--- src/aso_pkg.sv ---
// shared constants and carrier types for the converter serial output port
package aso_pkg;
  // ***************************************************
  // register indices (byte address is four times the index)
  // ***************************************************
  localparam logic [5:0] IDX_CLOCK_MULT = 6'h01;
  localparam logic [5:0] IDX_POWER_POL = 6'h04;
  localparam logic [5:0] IDX_FMT_MODE_RATE = 6'h05;
  localparam logic [5:0] IDX_FRAME_SLOT = 6'h06;
  localparam logic [5:0] IDX_MAP_LOW = 6'h07;
  localparam logic [5:0] IDX_MAP_HIGH = 6'h08;
  localparam logic [5:0] IDX_DRIVE_THERMAL = 6'h09;
  localparam logic [5:0] IDX_PORT_STATUS = 6'h1F;
  // reset values
  localparam logic [7:0] RST_CLOCK_MULT = 8'h01;
  localparam logic [7:0] RST_POWER_POL = 8'h3F;
  localparam logic [7:0] RST_FMT_MODE_RATE = 8'h02;
  localparam logic [7:0] RST_FRAME_SLOT = 8'h00;
  localparam logic [7:0] RST_MAP_LOW = 8'h10;
  localparam logic [7:0] RST_MAP_HIGH = 8'h32;
  localparam logic [7:0] RST_DRIVE_THERMAL = 8'hF0;
  // writable bits of the mixed drive / thermal register
  localparam logic [7:0] DRIVE_WR_MASK = 8'hF8;
  // ***************************************************
  // field codes
  // ***************************************************
  localparam logic [1:0] FMT_I2S = 2'h0;
  localparam logic [1:0] FMT_LJ = 2'h1;
  localparam logic [1:0] FMT_RJ24 = 2'h2;
  localparam logic [1:0] FMT_RJ16 = 2'h3;
  localparam logic [2:0] MODE_STEREO = 3'h0;
  localparam logic [2:0] MODE_TDM2 = 3'h1;
  localparam logic [2:0] MODE_TDM4 = 3'h2;
  localparam logic [2:0] MODE_TDM8 = 3'h3;
  localparam logic [2:0] MODE_TDM16 = 3'h4;
  localparam logic [2:0] RATE_32_48 = 3'h2;
  localparam logic [2:0] RATE_128_192 = 3'h4;
  localparam logic [1:0] SLOTW_32 = 2'h0;
  localparam logic [1:0] SLOTW_24 = 2'h1;
  localparam logic [1:0] SLOTW_16 = 2'h2;
  localparam logic [5:0] LEN_32 = 6'h20;
  localparam logic [5:0] LEN_24 = 6'h18;
  localparam logic [5:0] LEN_16 = 6'h10;
  localparam logic [4:0] SLOTS_2 = 5'h02;
  localparam logic [4:0] SLOTS_4 = 5'h04;
  localparam logic [4:0] SLOTS_8 = 5'h08;
  localparam logic [4:0] SLOTS_16 = 5'h10;
  localparam logic [4:0] SLOT_NONE = 5'h1F;
  localparam logic [4:0] STEREO_B_OFS = 5'h02;
  localparam int SAMPLE_W = 24;
  // ***************************************************
  // bus answers and master bit clock timing
  // ***************************************************
  localparam logic [1:0] RESP_OKAY = 2'h0;
  localparam logic [1:0] RESP_SLVERR = 2'h2;
  localparam int SYS_PERIOD_NS = 50;
  localparam int BCLK_HALF_NS = 200;
  localparam logic [2:0] BCLK_HALF_CYC = 3'(BCLK_HALF_NS / SYS_PERIOD_NS);
  // ***************************************************
  // carriers
  // ***************************************************
  typedef struct packed {
    logic [3:0][SAMPLE_W-1:0] smp;
  } aso_samples_t;
  typedef struct packed {
    logic regulator;
    logic vref;
    logic [3:0] converter;
  } aso_power_t;
  typedef struct packed {
    logic refFrame;
    logic [2:0] ratioCode;
    logic [9:0] ratio;
    logic refSupported;
  } aso_pll_t;
endpackage : aso_pkg

--- src/aso_serial_port.sv ---
// converter serial audio output port with its AXI4-Lite register file
`timescale 1ns/100ps
`default_nettype none
module aso_serial_port
  import aso_pkg::*;
(
  // clock and reset
  input wire logic clk_sys,
  input wire logic rstn,
  // AXI4-Lite register port
  input wire logic [7:0] s_axi_awaddr,
  input wire logic s_axi_awvalid,
  output logic s_axi_awready,
  input wire logic [31:0] s_axi_wdata,
  input wire logic [3:0] s_axi_wstrb,
  input wire logic s_axi_wvalid,
  output logic s_axi_wready,
  output logic [1:0] s_axi_bresp,
  output logic s_axi_bvalid,
  input wire logic s_axi_bready,
  input wire logic [7:0] s_axi_araddr,
  input wire logic s_axi_arvalid,
  output logic s_axi_arready,
  output logic [31:0] s_axi_rdata,
  output logic [1:0] s_axi_rresp,
  output logic s_axi_rvalid,
  input wire logic s_axi_rready,
  // converter samples and thermal flag
  input wire aso_samples_t samples,
  input wire logic overTemp,
  // bit clock and frame clock pins
  input wire logic bitClkIn,
  output logic bitClkOut,
  output logic bitClkOe_n,
  input wire logic frameClkIn,
  output logic frameClkOut,
  output logic frameClkOe_n,
  // serial data pins
  output logic serialOutA,
  output logic serialOutAOe_n,
  output logic serialOutB,
  output logic serialOutBOe_n,
  // block power and clock generator controls
  output aso_power_t power,
  output aso_pll_t pll,
  output logic [2:0] rateBand
);
  // ***************************************************
  // control registers
  // ***************************************************
  logic [7:0] regClock, regPower, regFmt, regFrame, regMapLo, regMapHi, regDrive;
  logic [7:0] next_regClock, next_regPower, next_regFmt, next_regFrame;
  logic [7:0] next_regMapLo, next_regMapHi, next_regDrive;
  logic [2:0] syncA, syncB, syncLast;
  logic awHeld, wHeld, bValid, rValid;
  logic [1:0] bResp, rResp;
  logic [7:0] awAddr, rData;
  logic [7:0] wData;
  logic wLane0;
  logic next_awHeld, next_wHeld, next_bValid, next_rValid;
  logic [1:0] next_bResp, next_rResp;
  logic [7:0] next_awAddr, next_wData, next_rData;
  logic next_wLane0;
  logic frameSeen;

  // field views
  logic [1:0] dataFormat;
  logic [2:0] portMode;
  logic tdmPinSelect, wordIs16, frameShape, bitOrder, clocksPerChannel;
  logic clockMasterSelect, frameClockPolarity, dataChangeEdge, unusedSlotFloat;
  logic [1:0] slotWidthCode;
  logic [3:0][3:0] slotMap;
  logic [3:0] outputDrive;
  logic bclkSync, lrSync, otSync;
  assign dataFormat = regFmt[7:6];
  assign portMode = regFmt[5:3];
  assign rateBand = regFmt[2:0];
  assign tdmPinSelect = regFrame[7];
  assign slotWidthCode = regFrame[6:5];
  assign wordIs16 = regFrame[4];
  assign frameShape = regFrame[3];
  assign bitOrder = regFrame[2];
  assign clocksPerChannel = regFrame[1];
  assign clockMasterSelect = regFrame[0];
  assign frameClockPolarity = regPower[7];
  assign dataChangeEdge = regPower[6];
  assign slotMap = {regMapHi[7:4], regMapHi[3:0], regMapLo[7:4], regMapLo[3:0]};
  assign outputDrive = regDrive[7:4];
  assign unusedSlotFloat = regDrive[3];
  assign bclkSync = syncB[0];
  assign lrSync = syncB[1];
  assign otSync = syncB[2];

  // block power and clock generator controls straight from the registers
  assign power.regulator = regPower[5];
  assign power.vref = regPower[4];
  assign power.converter = regPower[3:0];
  assign pll.refFrame = regClock[4];
  assign pll.ratioCode = regClock[2:0];
  // frame reference only usable in the 32 kHz to 192 kHz bands
  assign pll.refSupported = !regClock[4] ||
    (rateBand >= RATE_32_48 && rateBand <= RATE_128_192);
  // multiplier ratio; reserved codes give zero so the generator stays idle
  always_comb begin
    case (regClock[2:0])
      3'h0: pll.ratio = 10'h080;
      3'h1: pll.ratio = 10'h100;
      3'h2: pll.ratio = 10'h180;
      3'h3: pll.ratio = 10'h200;
      3'h4: pll.ratio = 10'h300;
      default: pll.ratio = 10'h000;
    endcase
  end

  // ***************************************************
  // helpers
  // ***************************************************
  // slot length in bit clocks for the current mode
  function automatic logic [5:0] slotLen(input logic [2:0] mode, input logic [1:0] sw,
                                         input logic cpc);
    logic [5:0] len;
    len = LEN_32;
    if (mode == MODE_STEREO) begin
      len = cpc ? LEN_16 : LEN_32;
    end else begin
      case (sw)
        SLOTW_24: len = LEN_24;
        SLOTW_16: len = LEN_16;
        default: len = LEN_32;
      endcase
    end
    return len;
  endfunction : slotLen

  // number of slots that exist in a mode
  function automatic logic [4:0] slotCount(input logic [2:0] mode);
    logic [4:0] n;
    case (mode)
      MODE_STEREO: n = SLOTS_4;
      MODE_TDM2: n = SLOTS_2;
      MODE_TDM4: n = SLOTS_4;
      MODE_TDM8: n = SLOTS_8;
      MODE_TDM16: n = SLOTS_16;
      default: n = 5'h00;
    endcase
    return n;
  endfunction : slotCount

  // drive decision and data bit for one line: {drive, bit}
  function automatic logic [1:0] lineBit(input logic [4:0] slot, input logic [5:0] sbit,
                                         input aso_samples_t buf_, input logic [5:0] len);
    logic hit;
    logic [1:0] ch;
    logic [5:0] wlen, start, pos, k;
    logic b;
    hit = 1'b0;
    ch = 2'h0;
    b = 1'b0;
    // walk from the top so the lowest channel claiming the slot wins
    for (int i = 3; i >= 0; i--) begin
      if (outputDrive[i] && {1'b0, slotMap[i]} == slot) begin
        hit = 1'b1;
        ch = 2'(i);
      end
    end
    if (slot >= slotCount(portMode)) begin
      hit = 1'b0;
    end
    if (dataFormat == FMT_RJ24) begin
      wlen = LEN_24;
    end else if (dataFormat == FMT_RJ16) begin
      wlen = LEN_16;
    end else begin
      wlen = wordIs16 ? LEN_16 : LEN_24;
    end
    case (dataFormat)
      FMT_I2S: start = 6'h01;
      FMT_LJ: start = 6'h00;
      default: start = (len > wlen) ? len - wlen : 6'h00;
    endcase
    pos = sbit - start;
    k = bitOrder ? wlen - 6'h01 - pos : pos;
    if (hit && sbit >= start && pos < wlen) begin
      b = buf_.smp[ch][5'(SAMPLE_W - 1) - k[4:0]];
    end
    return {hit, b};
  endfunction : lineBit

  // ***************************************************
  // pin and status synchronisers
  // ***************************************************
  // first stage feeds only the second; the third copy is the edge history
  always_ff @(posedge clk_sys or negedge rstn) begin
    if (!rstn) begin
      syncA <= 3'h0;
      syncB <= 3'h0;
      syncLast <= 3'h0;
    end else begin
      syncA <= {overTemp, frameClkIn, bitClkIn};
      syncB <= syncA;
      syncLast <= syncB;
    end
  end

  // ***************************************************
  // framing and serial data
  // ***************************************************
  logic [2:0] divCnt, next_divCnt;
  logic bclkGen, next_bclkGen, lrGen, next_lrGen, prevLr, next_prevLr;
  logic [9:0] mPos, next_mPos, frameLen;
  logic [4:0] slotIdx, next_slotIdx, slotA, slotB;
  logic [5:0] slotBit, next_slotBit, len;
  aso_samples_t smpBuf, next_smpBuf;
  logic outA, outB, oeA_n, oeB_n, next_outA, next_outB, next_oeA_n, next_oeB_n;
  logic next_frameSeen, chgEdge, curLr, firstLvl, pulseLvl, startLvl;
  logic frameStart, halfStart, stereo50;
  logic [1:0] resA, resB;

  always_comb begin
    next_divCnt = divCnt;
    next_bclkGen = bclkGen;
    next_lrGen = lrGen;
    next_prevLr = prevLr;
    next_mPos = mPos;
    next_slotIdx = slotIdx;
    next_slotBit = slotBit;
    next_smpBuf = smpBuf;
    next_outA = outA;
    next_outB = outB;
    next_oeA_n = oeA_n;
    next_oeB_n = oeB_n;
    next_frameSeen = frameSeen;
    len = slotLen(portMode, slotWidthCode, clocksPerChannel);
    frameLen = (portMode == MODE_STEREO) ? {3'h0, len, 1'b0} :
      10'(len * slotCount(portMode));
    firstLvl = frameClockPolarity;
    pulseLvl = !frameClockPolarity;
    startLvl = frameShape ? pulseLvl : firstLvl;
    stereo50 = (portMode == MODE_STEREO) && !frameShape;
    // master divides the system clock; slave follows the host's edges
    if (clockMasterSelect) begin
      chgEdge = (divCnt == BCLK_HALF_CYC - 3'h1) && (bclkGen != dataChangeEdge);
      next_divCnt = (divCnt == BCLK_HALF_CYC - 3'h1) ? 3'h0 : divCnt + 3'h1;
      if (divCnt == BCLK_HALF_CYC - 3'h1) begin
        next_bclkGen = !bclkGen;
      end
    end else begin
      chgEdge = (bclkSync != syncLast[0]) && (bclkSync == dataChangeEdge);
      next_divCnt = 3'h0;
    end
    if (clockMasterSelect && chgEdge) begin
      next_mPos = (mPos >= frameLen - 10'h001) ? 10'h000 : mPos + 10'h001;
      if (frameShape) begin
        next_lrGen = (next_mPos == 10'h000) ? pulseLvl : !pulseLvl;
      end else begin
        next_lrGen = (next_mPos < {1'b0, frameLen[9:1]}) ? firstLvl : !firstLvl;
      end
    end
    curLr = clockMasterSelect ? next_lrGen : lrSync;
    frameStart = chgEdge && curLr == startLvl && prevLr != startLvl;
    halfStart = chgEdge && stereo50 && curLr != firstLvl && prevLr == firstLvl;
    if (chgEdge) begin
      next_prevLr = curLr;
      if (frameStart) begin
        next_slotIdx = 5'h00;
        next_slotBit = 6'h00;
        next_frameSeen = 1'b1;
        for (int i = 0; i < 4; i++) begin
          // a powered-down converter sends silence
          next_smpBuf.smp[i] = power.converter[i] ? samples.smp[i] : '0;
        end
      end else if (halfStart) begin
        next_slotIdx = 5'h01;
        next_slotBit = 6'h00;
      end else if (!stereo50 && slotBit == len - 6'h01) begin
        next_slotIdx = (slotIdx == SLOT_NONE) ? SLOT_NONE : slotIdx + 5'h01;
        next_slotBit = 6'h00;
      end else if (slotBit != 6'h3F) begin
        next_slotBit = slotBit + 6'h01;
      end
    end
    // stereo pairs slots 3 and 4 on the second line; TDM4+ uses one chosen pin
    // the idle index must not wrap into a real slot, and stereo line A carries slots 1-2 only
    slotA = (portMode == MODE_STEREO && next_slotIdx >= STEREO_B_OFS) ? SLOT_NONE : next_slotIdx;
    slotB = (portMode == MODE_STEREO && next_slotIdx < STEREO_B_OFS) ?
      next_slotIdx + STEREO_B_OFS : SLOT_NONE;
    resA = lineBit(slotA, next_slotBit, next_smpBuf, len);
    resB = lineBit(slotB, next_slotBit, next_smpBuf, len);
    if (portMode >= MODE_TDM4 && tdmPinSelect) begin
      resB = resA;
      resA = 2'h0;
    end
    if (chgEdge) begin
      next_outA = resA[1] & resA[0];
      next_oeA_n = !resA[1] && unusedSlotFloat;
      next_outB = resB[1] & resB[0];
      next_oeB_n = !resB[1] && unusedSlotFloat;
    end
  end

  always_ff @(posedge clk_sys or negedge rstn) begin
    if (!rstn) begin
      divCnt <= 3'h0;
      bclkGen <= 1'b0;
      lrGen <= 1'b0;
      prevLr <= 1'b0;
      mPos <= 10'h000;
      slotIdx <= SLOT_NONE;
      slotBit <= 6'h00;
      smpBuf <= '0;
      outA <= 1'b0;
      outB <= 1'b0;
      oeA_n <= 1'b0;
      oeB_n <= 1'b0;
      frameSeen <= 1'b0;
    end else begin
      divCnt <= next_divCnt;
      bclkGen <= next_bclkGen;
      lrGen <= next_lrGen;
      prevLr <= next_prevLr;
      mPos <= next_mPos;
      slotIdx <= next_slotIdx;
      slotBit <= next_slotBit;
      smpBuf <= next_smpBuf;
      outA <= next_outA;
      outB <= next_outB;
      oeA_n <= next_oeA_n;
      oeB_n <= next_oeB_n;
      frameSeen <= next_frameSeen;
    end
  end

  // clock pins are driven only in master mode
  assign bitClkOut = bclkGen;
  assign frameClkOut = lrGen;
  assign bitClkOe_n = !clockMasterSelect;
  assign frameClkOe_n = !clockMasterSelect;
  assign serialOutA = outA;
  assign serialOutAOe_n = oeA_n;
  assign serialOutB = outB;
  assign serialOutBOe_n = oeB_n;

  // ***************************************************
  // AXI4-Lite slave
  // ***************************************************
  function automatic logic isMapped(input logic [7:0] a);
    logic [5:0] idx;
    idx = a[7:2];
    return (idx == IDX_CLOCK_MULT) || (idx >= IDX_POWER_POL && idx <= IDX_DRIVE_THERMAL) ||
      (idx == IDX_PORT_STATUS);
  endfunction : isMapped

  // address and data are held separately so either may come first
  assign s_axi_awready = !awHeld && !bValid;
  assign s_axi_wready = !wHeld && !bValid;
  assign s_axi_bvalid = bValid;
  assign s_axi_bresp = bResp;
  assign s_axi_arready = !rValid;
  assign s_axi_rvalid = rValid;
  assign s_axi_rresp = rResp;
  assign s_axi_rdata = {24'h000000, rData};

  always_comb begin
    next_awHeld = awHeld;
    next_wHeld = wHeld;
    next_awAddr = awAddr;
    next_wData = wData;
    next_wLane0 = wLane0;
    next_bValid = bValid;
    next_bResp = bResp;
    next_rValid = rValid;
    next_rResp = rResp;
    next_rData = rData;
    next_regClock = regClock;
    next_regPower = regPower;
    next_regFmt = regFmt;
    next_regFrame = regFrame;
    next_regMapLo = regMapLo;
    next_regMapHi = regMapHi;
    next_regDrive = regDrive;
    if (s_axi_awvalid && s_axi_awready) begin
      next_awHeld = 1'b1;
      next_awAddr = s_axi_awaddr;
    end
    if (s_axi_wvalid && s_axi_wready) begin
      next_wHeld = 1'b1;
      next_wData = s_axi_wdata[7:0];
      next_wLane0 = s_axi_wstrb[0];
    end
    if (awHeld && wHeld) begin
      next_awHeld = 1'b0;
      next_wHeld = 1'b0;
      next_bValid = 1'b1;
      next_bResp = isMapped(awAddr) ? RESP_OKAY : RESP_SLVERR;
      if (wLane0) begin
        case (awAddr[7:2])
          IDX_CLOCK_MULT: next_regClock = wData;
          IDX_POWER_POL: next_regPower = wData;
          IDX_FMT_MODE_RATE: next_regFmt = wData;
          IDX_FRAME_SLOT: next_regFrame = wData;
          IDX_MAP_LOW: next_regMapLo = wData;
          IDX_MAP_HIGH: next_regMapHi = wData;
          IDX_DRIVE_THERMAL: next_regDrive = wData & DRIVE_WR_MASK;
          default: next_regDrive = regDrive;
        endcase
      end
    end
    if (bValid && s_axi_bready) begin
      next_bValid = 1'b0;
    end
    if (rValid && s_axi_rready) begin
      next_rValid = 1'b0;
    end
    if (s_axi_arvalid && s_axi_arready) begin
      next_rValid = 1'b1;
      next_rResp = isMapped(s_axi_araddr) ? RESP_OKAY : RESP_SLVERR;
      case (s_axi_araddr[7:2])
        IDX_CLOCK_MULT: next_rData = regClock & 8'h17; // lock status has no source here
        IDX_POWER_POL: next_rData = regPower;
        IDX_FMT_MODE_RATE: next_rData = regFmt;
        IDX_FRAME_SLOT: next_rData = regFrame;
        IDX_MAP_LOW: next_rData = regMapLo;
        IDX_MAP_HIGH: next_rData = regMapHi;
        IDX_DRIVE_THERMAL: next_rData = {regDrive[7:3], 2'h0, otSync};
        IDX_PORT_STATUS: next_rData = {5'h00, pll.refSupported, clockMasterSelect, frameSeen};
        default: next_rData = 8'h00;
      endcase
    end
  end

  always_ff @(posedge clk_sys or negedge rstn) begin
    if (!rstn) begin
      awHeld <= 1'b0;
      wHeld <= 1'b0;
      awAddr <= 8'h00;
      wData <= 8'h00;
      wLane0 <= 1'b0;
      bValid <= 1'b0;
      bResp <= RESP_OKAY;
      rValid <= 1'b0;
      rResp <= RESP_OKAY;
      rData <= 8'h00;
      regClock <= RST_CLOCK_MULT;
      regPower <= RST_POWER_POL;
      regFmt <= RST_FMT_MODE_RATE;
      regFrame <= RST_FRAME_SLOT;
      regMapLo <= RST_MAP_LOW;
      regMapHi <= RST_MAP_HIGH;
      regDrive <= RST_DRIVE_THERMAL;
    end else begin
      awHeld <= next_awHeld;
      wHeld <= next_wHeld;
      awAddr <= next_awAddr;
      wData <= next_wData;
      wLane0 <= next_wLane0;
      bValid <= next_bValid;
      bResp <= next_bResp;
      rValid <= next_rValid;
      rResp <= next_rResp;
      rData <= next_rData;
      regClock <= next_regClock;
      regPower <= next_regPower;
      regFmt <= next_regFmt;
      regFrame <= next_regFrame;
      regMapLo <= next_regMapLo;
      regMapHi <= next_regMapHi;
      regDrive <= next_regDrive;
    end
  end
endmodule : aso_serial_port
`default_nettype wire

--- config.mk ---
export PLATFORM = sky130hd
export DESIGN_NAME = aso_serial_port
export DESIGN_NICKNAME = d
export VERILOG_FILES = /design/src/aso_pkg.sv /design/src/aso_serial_port.sv
export SDC_FILE = /design/constraint.sdc
export NUM_CORES = 1
export LEC_CHECK = 0
export BUFFER_PORTS_ARGS = -buffer_cell sky130_fd_sc_hd__buf_4
export CAP_MARGIN = 20
export CORE_MARGIN = 5
export CORE_UTILIZATION = 30
export DETAILED_ROUTE_END_ITERATION = 7
export GPL_ROUTABILITY_DRIVEN = 0
export SYNTH_ARGS = -nofsm -noshare
export SYNTH_HDL_FRONTEND = slang
export SYNTH_SLANG_ARGS = --single-unit
--- constraint.sdc ---
create_clock -name clk_sys -period 12.8 [get_ports clk_sys]
set_input_delay 3.84 -clock clk_sys [delete_from_list [all_inputs] [get_ports clk_sys]]
set_output_delay 3.84 -clock clk_sys [all_outputs]
set_load 0.05 [all_outputs]
Word level (Yosys, flattened, before mapping):

Index checks and enable logic that the tools add are counted.

* add/sub/neg operators: 12
* multiply operators: 1
* magnitude comparators: 19
* eq/ne operators: 48
* muxes and demuxes: 81
* bitwise logic cells: 2
* reduce and logical (&&, ||, !) cells: 73

Operators with widths (number)
* two-way mux 96 bit: 2
* two-way mux 24 bit: 6
* binary-select mux 24 bit (select 2 bit): 2
* one-hot mux 8 bit (8 select lines): 1
* one-hot mux 10 bit (5 select lines): 1
* == test 6 x 3 -> 1 bit (second input constant): 8
* two-way mux 6 bit: 8
* == test 4 x 5 -> 1 bit: 8
* two-way mux 5 bit: 8
* logical AND 1 bit: 38
* two-way mux 1 bit: 29
* == test 6 x 4 -> 1 bit (second input constant): 4
* two-way mux 2 bit: 12
* one-hot mux 6 bit (2 select lines): 2
* AND reduction 3 bit: 7
* two-way mux 10 bit: 2
* one-hot mux 5 bit (4 select lines): 1
* == test 3 x 2 -> 1 bit (second input constant): 5
* == test 6 x 1 -> 1 bit (second input constant): 2
* == test 6 x 5 -> 1 bit (second input constant): 2
* >= comparator 6 x 3 -> 1 bit (second input constant): 2
* less-or-equal comparator 6 x 4 -> 1 bit (second input constant): 2
* zero test 1 bit: 12
* two-way mux 4 bit: 3
* other kinds (43): 69

* register bits: 218
* bits of input ports: 158
* output and inout bits: 73

Logic depth before layout (Yosys ltp):

* depth after elaboration: 36
* mapped depth: 51
* depth with buffers taken out: 45

Worst setup path after synthesis:

Ideal clock, no wire load.

* kind: flip-flop to flip-flop
* from: register regFmt[3]
* to: register outB, in the netlist serialOutB
* setup time: 0.136 ns
* data arrival time: 10.504 ns
* required time: 12.664 ns
* path slack: 2.161 ns
* cell stages (with the launch flop): 50
* buffers on the path: 7
* path through: dfrtp_1 -> clkbuf_1 -> nor3_1 -> nor2_1 -> a21oi_1 -> inv_1 -> nor2_1 -> fa_1 -> ha_1 -> ha_1 -> ha_1 -> fa_1 -> xnor2_1 -> xnor2_1 -> xnor2_1 -> nand2_1 -> xnor2_1 -> ha_1 -> (+14 left out) -> buf_2 -> buf_2 -> clkbuf_1 -> nor2_1 -> o21ai_0 -> a21oi_1 -> ha_1 -> nor4_1 -> or2_2 -> ha_1 -> nand2_1 -> xor3_1 -> nand2b_1 -> or2_2 -> o32ai_1 -> a2111oi_1 -> a31oi_1 -> o41ai_2

* elaborated cells on any way between the ends: 113

RTL lines
* start, declared: line aso_serial_port.sv:51 `logic [7:0] regClock, regPower, regFmt, regFrame, regMapLo, regMapHi, regDrive;`
* start signal, assigned: line aso_serial_port.sv:463 `regFmt <= next_regFmt;`
* == test 3 x 2 -> 1 bit or zero test 3 bit (tied branches): line aso_serial_port.sv:138, aso_serial_port.sv:123, aso_serial_port.sv:234
* OR reduction 2 bit (no source line)
* one-hot mux 5 bit (4 select lines): line aso_serial_port.sv:138 `case (mode)`
* multiplier 6 x 5 -> 10 bit: line aso_serial_port.sv:235 `10'(len * slotCount(portMode));`
* two-way mux 10 bit: line aso_serial_port.sv:234 `frameLen = (portMode == MODE_STEREO) ? {3'h0, len, 1'b0} :`
* subtractor 10 x 1 -> 10 bit: line aso_serial_port.sv:252 `next_mPos = (mPos >= frameLen - 10'h001) ? 10'h000 : mPos + 10'h001;`
* >= comparator 10 bit: line aso_serial_port.sv:252
* two-way mux 10 bit: line aso_serial_port.sv:252
* (+11 left out)
* net next_slotBit[3]: line aso_serial_port.sv:212 `logic [5:0] slotBit, next_slotBit, len;`
* (+1 left out)
* subtractor 5 bit: line aso_serial_port.sv:182 `k = bitOrder ? wlen - 6'h01 - pos : pos;`
* two-way mux 5 bit: line aso_serial_port.sv:182
* subtractor 5 bit: line aso_serial_port.sv:184 `b = buf_.smp[ch][5'(SAMPLE_W - 1) - k[4:0]];`
* binary-select mux 1 bit (select 5 bit): line aso_serial_port.sv:184
* two-way mux 1 bit (implied by the code): line aso_serial_port.sv:184
* two-way mux 1 bit: line aso_serial_port.sv:183 `if (hit && sbit >= start && pos < wlen) begin`
* two-way mux 2 bit *: line aso_serial_port.sv:289 `if (portMode >= MODE_TDM4 && tdmPinSelect) begin`
* AND 1 bit *: line aso_serial_port.sv:296 `next_outB = resB[1] & resB[0];`
* end signal, assigned: line aso_serial_port.sv:326 `outB <= next_outB;`
* end, declared: line aso_serial_port.sv:214 `logic outA, outB, oeA_n, oeB_n, next_outA, next_outB, next_oeA_n, next_oeB_n;`

The timed path passes the listed nets; every way through them passes the cells marked *. The select of a mux whose other input is x is not followed.
A chain may end at the register's enable or synchronous reset.

Worst setup path in the final report:

* from: register regFmt[5]
* to: register outB, in the netlist serialOutB

Same word-level chain as after synthesis.

==> results.sh <==
export IMPL_critPathRequiredTime_ns=13.23
export IMPL_period_share=0.880
export IMPL_num_rows=80
export IMPL_stdcell_area_um2=16900
export IMPL_fin_crit_ns=11.26
export IMPL_peakVddDrop_mv=0.145
export IMPL_cts_tree="yes"
export IMPL_crit_fanout=23
export IMPL_drv_cap=0
export IMPL_p_per_area_nw_per_um2=222
export IMPL_largest_reg_flops=96
export IMPL_ys_warn_count=0
export IMPL_portBuffers=166
export IMPL_ys_dominant_reg_cell="dfrtp_1"
export IMPL_vias=12900
export IMPL_grt_pass1_wl_um=71700
export IMPL_dp_hpwl_um=34100
export IMPL_max_clock_freq_mhz=88.8
export IMPL_synth_edf_count=0
export IMPL_synth_mux_area_frac=0.0943
export IMPL_start_util=0.303
export IMPL_first_pass_iters=5
export IMPL_yosysSeqAreaShare=0.372
export IMPL_setup_viol=0
export IMPL_synthDistinctLibCells=111
export IMPL_antenna_found_initial=0
export IMPL_crit_arrival_ns=11.68
export IMPL_fin_util=0.355
export IMPL_top_register="smpBuf"
export IMPL_cts_inserted_buffers=24
export IMPL_rsz0062_at_grt="false"
export IMPL_fin_skew_ns=0.00904
export IMPL_status="finished, final reports clean"
export IMPL_synth_fa_ha_area_frac=0.0427
export IMPL_vias_per_cell=5.48
export IMPL_setup_tns_final_ns=0
export IMPL_r2r_setup_slack_ns=1.54
export IMPL_hold_path_depth=0
export IMPL_overflow=0
export IMPL_slew_viol_final=0
export IMPL_antenna_cells=0
export IMPL_clock_sinks=213
export IMPL_area_growth_pct=17.2
export IMPL_slowest_delay_ns=0.57
export IMPL_clock_latency_ns=0.53
export IMPL_relSlewSlack=0.285
export IMPL_cts_hold_repair_buffers=0
export IMPL_synth_simple_area_share=0.208
export IMPL_drc_errors=0
export IMPL_critPathMostFrequentCell="ha_1"
export IMPL_die_h_um=229
export IMPL_gr_usage_all_layers=0.167
export IMPL_cts_root_buf="clkbuf_16"
export IMPL_coreArea_um2=47600
export IMPL_top_regs="smpBuf x96, mPos x10"
export IMPL_ctsResizeCount=0
export IMPL_r2r_end="serialOutB"
export IMPL_synth_top_family_by_area="simple AND/OR/NAND/NOR gates"
export IMPL_die_width_um=229
export IMPL_die_area_um2=52500
export IMPL_synth_xor_area_share=0.0241
export IMPL_r2r_cells=42
export IMPL_synth_seq_cells=213
export IMPL_drive_above_1_share=0.217
export IMPL_place_area_um2=15900
export IMPL_synthCells=1615
export IMPL_r2r_start="regFmt[5]"
export IMPL_top_level_ports=231
export IMPL_final_nets=1933
export IMPL_startpoint_type="flop"
export IMPL_drt_total_wl_um=45900
export IMPL_hold_class="flop to flop"
export IMPL_hold_violations=0
export IMPL_critical_path_endpoint_type="flop"
export IMPL_grt_pass1_vias=12900
export IMPL_grt_start_max_net_pins=82
export IMPL_drtIter0Drc=950
export IMPL_crit_slowest_cell="xor3_1"
export IMPL_syn_area_per_cell_um2=8.93
export IMPL_holdCritStartpoint="syncA[1]"
export IMPL_worst_pin_slew_ns=1.07
export IMPL_htreeDepth=1
export IMPL_clk_pin_slew_ns=0.06
export IMPL_layout_common_cells="nand2_1 (224), dfrtp_1 (192), buf_4 (185), nor2_1 (91), a21oi_1 (86)"
export IMPL_worstSetupPathType="flop to flop"
export IMPL_cts_setup_buffers=0
export IMPL_synth_compound_area_frac=0.184
export IMPL_netlist_area_um2=14400
export IMPL_final_common_cell="nand2_1"
export IMPL_final_antenna_net_count=0
export IMPL_wl_per_cell_um=19.4
export IMPL_synthArstFlopShare=1.00
export IMPL_clockBufferDepth=3
export IMPL_hold_path_end="syncB[1]"
export IMPL_p_leak_nw=8.26
final cells by class:
class	count	area (um^2)
Clock buffer	28	667
Clock inverter	16	254
Fill cell	4843	30800
Inverter	80	300
Multi-Input combinational cell	1221	8110
Sequential cell	213	5360
Tap cell	615	769
Timing Repair Buffer	187	1430
worst max path at each step:
stage               from    endpoint  slack, ns  depth (start not counted)
2_1_floorplan  regFmt[3]  serialOutB       2.16                         49
3_3_place_gp   regFmt[5]  serialOutB       1.83                         42
3_5_place_dp   regFmt[5]  serialOutB       1.60                         42
4_1_cts        regFmt[5]  serialOutB       1.54                         42
5_1_grt        regFmt[5]  serialOutB       0.82                         42
6_report       regFmt[5]  serialOutB       1.54                         42
report_power, final:
group          total, mW  switching [mW]  internal (mW)
sequential          1.06           0.203          0.853
clock              0.795           0.299          0.497
combinational       1.90            1.24          0.655
total               3.75            1.74           2.01
cells in the mapped netlist (7+ instances only):
library cell  instances  share of area
nand2_1             224          0.058
dfrtp_1             192           0.33
nor2_1               91          0.024
a21oi_1              86          0.030
mux2_2               80          0.062
inv_1                78          0.020
nand3_1              78          0.027
o21ai_0              68          0.024
and3_1               59          0.026
buf_4                52          0.027
clkbuf_1             46          0.012
ha_1                 46          0.040
mux2i_1              40          0.028
o211ai_1             26          0.014
xnor2_1              26          0.016
buf_2                24         0.0083
nor3_1               23         0.0080
nor4_1               23          0.010
dfstp_2              21          0.038
a31oi_1              19         0.0082
a221oi_1             16         0.0097
nand4_1              16         0.0069
o22ai_1              16         0.0069
nand2b_1             14         0.0061
or3_1                11         0.0048
xor2_1               11         0.0067
o31ai_1              10         0.0052
and2_1                9         0.0039
a211oi_1              8         0.0042
buf_6                 8         0.0062
a21o_1                7         0.0036
a221o_1               7         0.0049
o221ai_1              7         0.0043
or2_2                 7         0.0030
metal layers:
layer / vias to the layer above / GRT usage / wire [um]
met2: 468 / 0.272 / 21200
li1: 6035 / - / -
met4: 0 / 0.0609 / 1550
met3: 90 / 0.0308 / 3110
met1: 6351 / 0.222 / 20100
met5: - / 0 / 0
stage by stage:
stage | cells | power [mW] | hold slack, ns | setup slack [ns]
after floorplan | 1648 | 2.37 | 0.331 | 2.16
after global placement | 2315 | 2.89 | 0.333 | 1.83
after detailed placement | 2315 | 2.93 | 0.337 | 1.60
after CTS | 2359 | 3.74 | 0.350 | 1.54
after global routing | 2360 | 3.98 | 0.352 | 0.815
final | 2360 | 3.75 | 0.347 | 1.54
cells by family (layout without fill, tap and decap cells):
logic type,count (synthesis),count (layout)
adder cells (fa/ha/maj),48,48
buffers and inverters,214,311
XOR/XNOR,38,38
AO/OA/AOI/OAI,374,374
other,2,35
flip-flops,213,213
multiplexers,123,123
AND/OR/NAND/NOR,603,603
critical path, delay by kind of cell (launching register included):
family | cells | cell delay (ns)
and+or+nand+nor | 15 | 3.63
AOI/OAI and AO/OA | 12 | 2.85
adders and majority gates | 9 | 2.72
xor gates and xnor gates | 5 | 1.23
DFF | 1 | 0.52
buffers and inverters | 1 | 0.19
No activity file was read; power rests on OpenSTA's default activity.
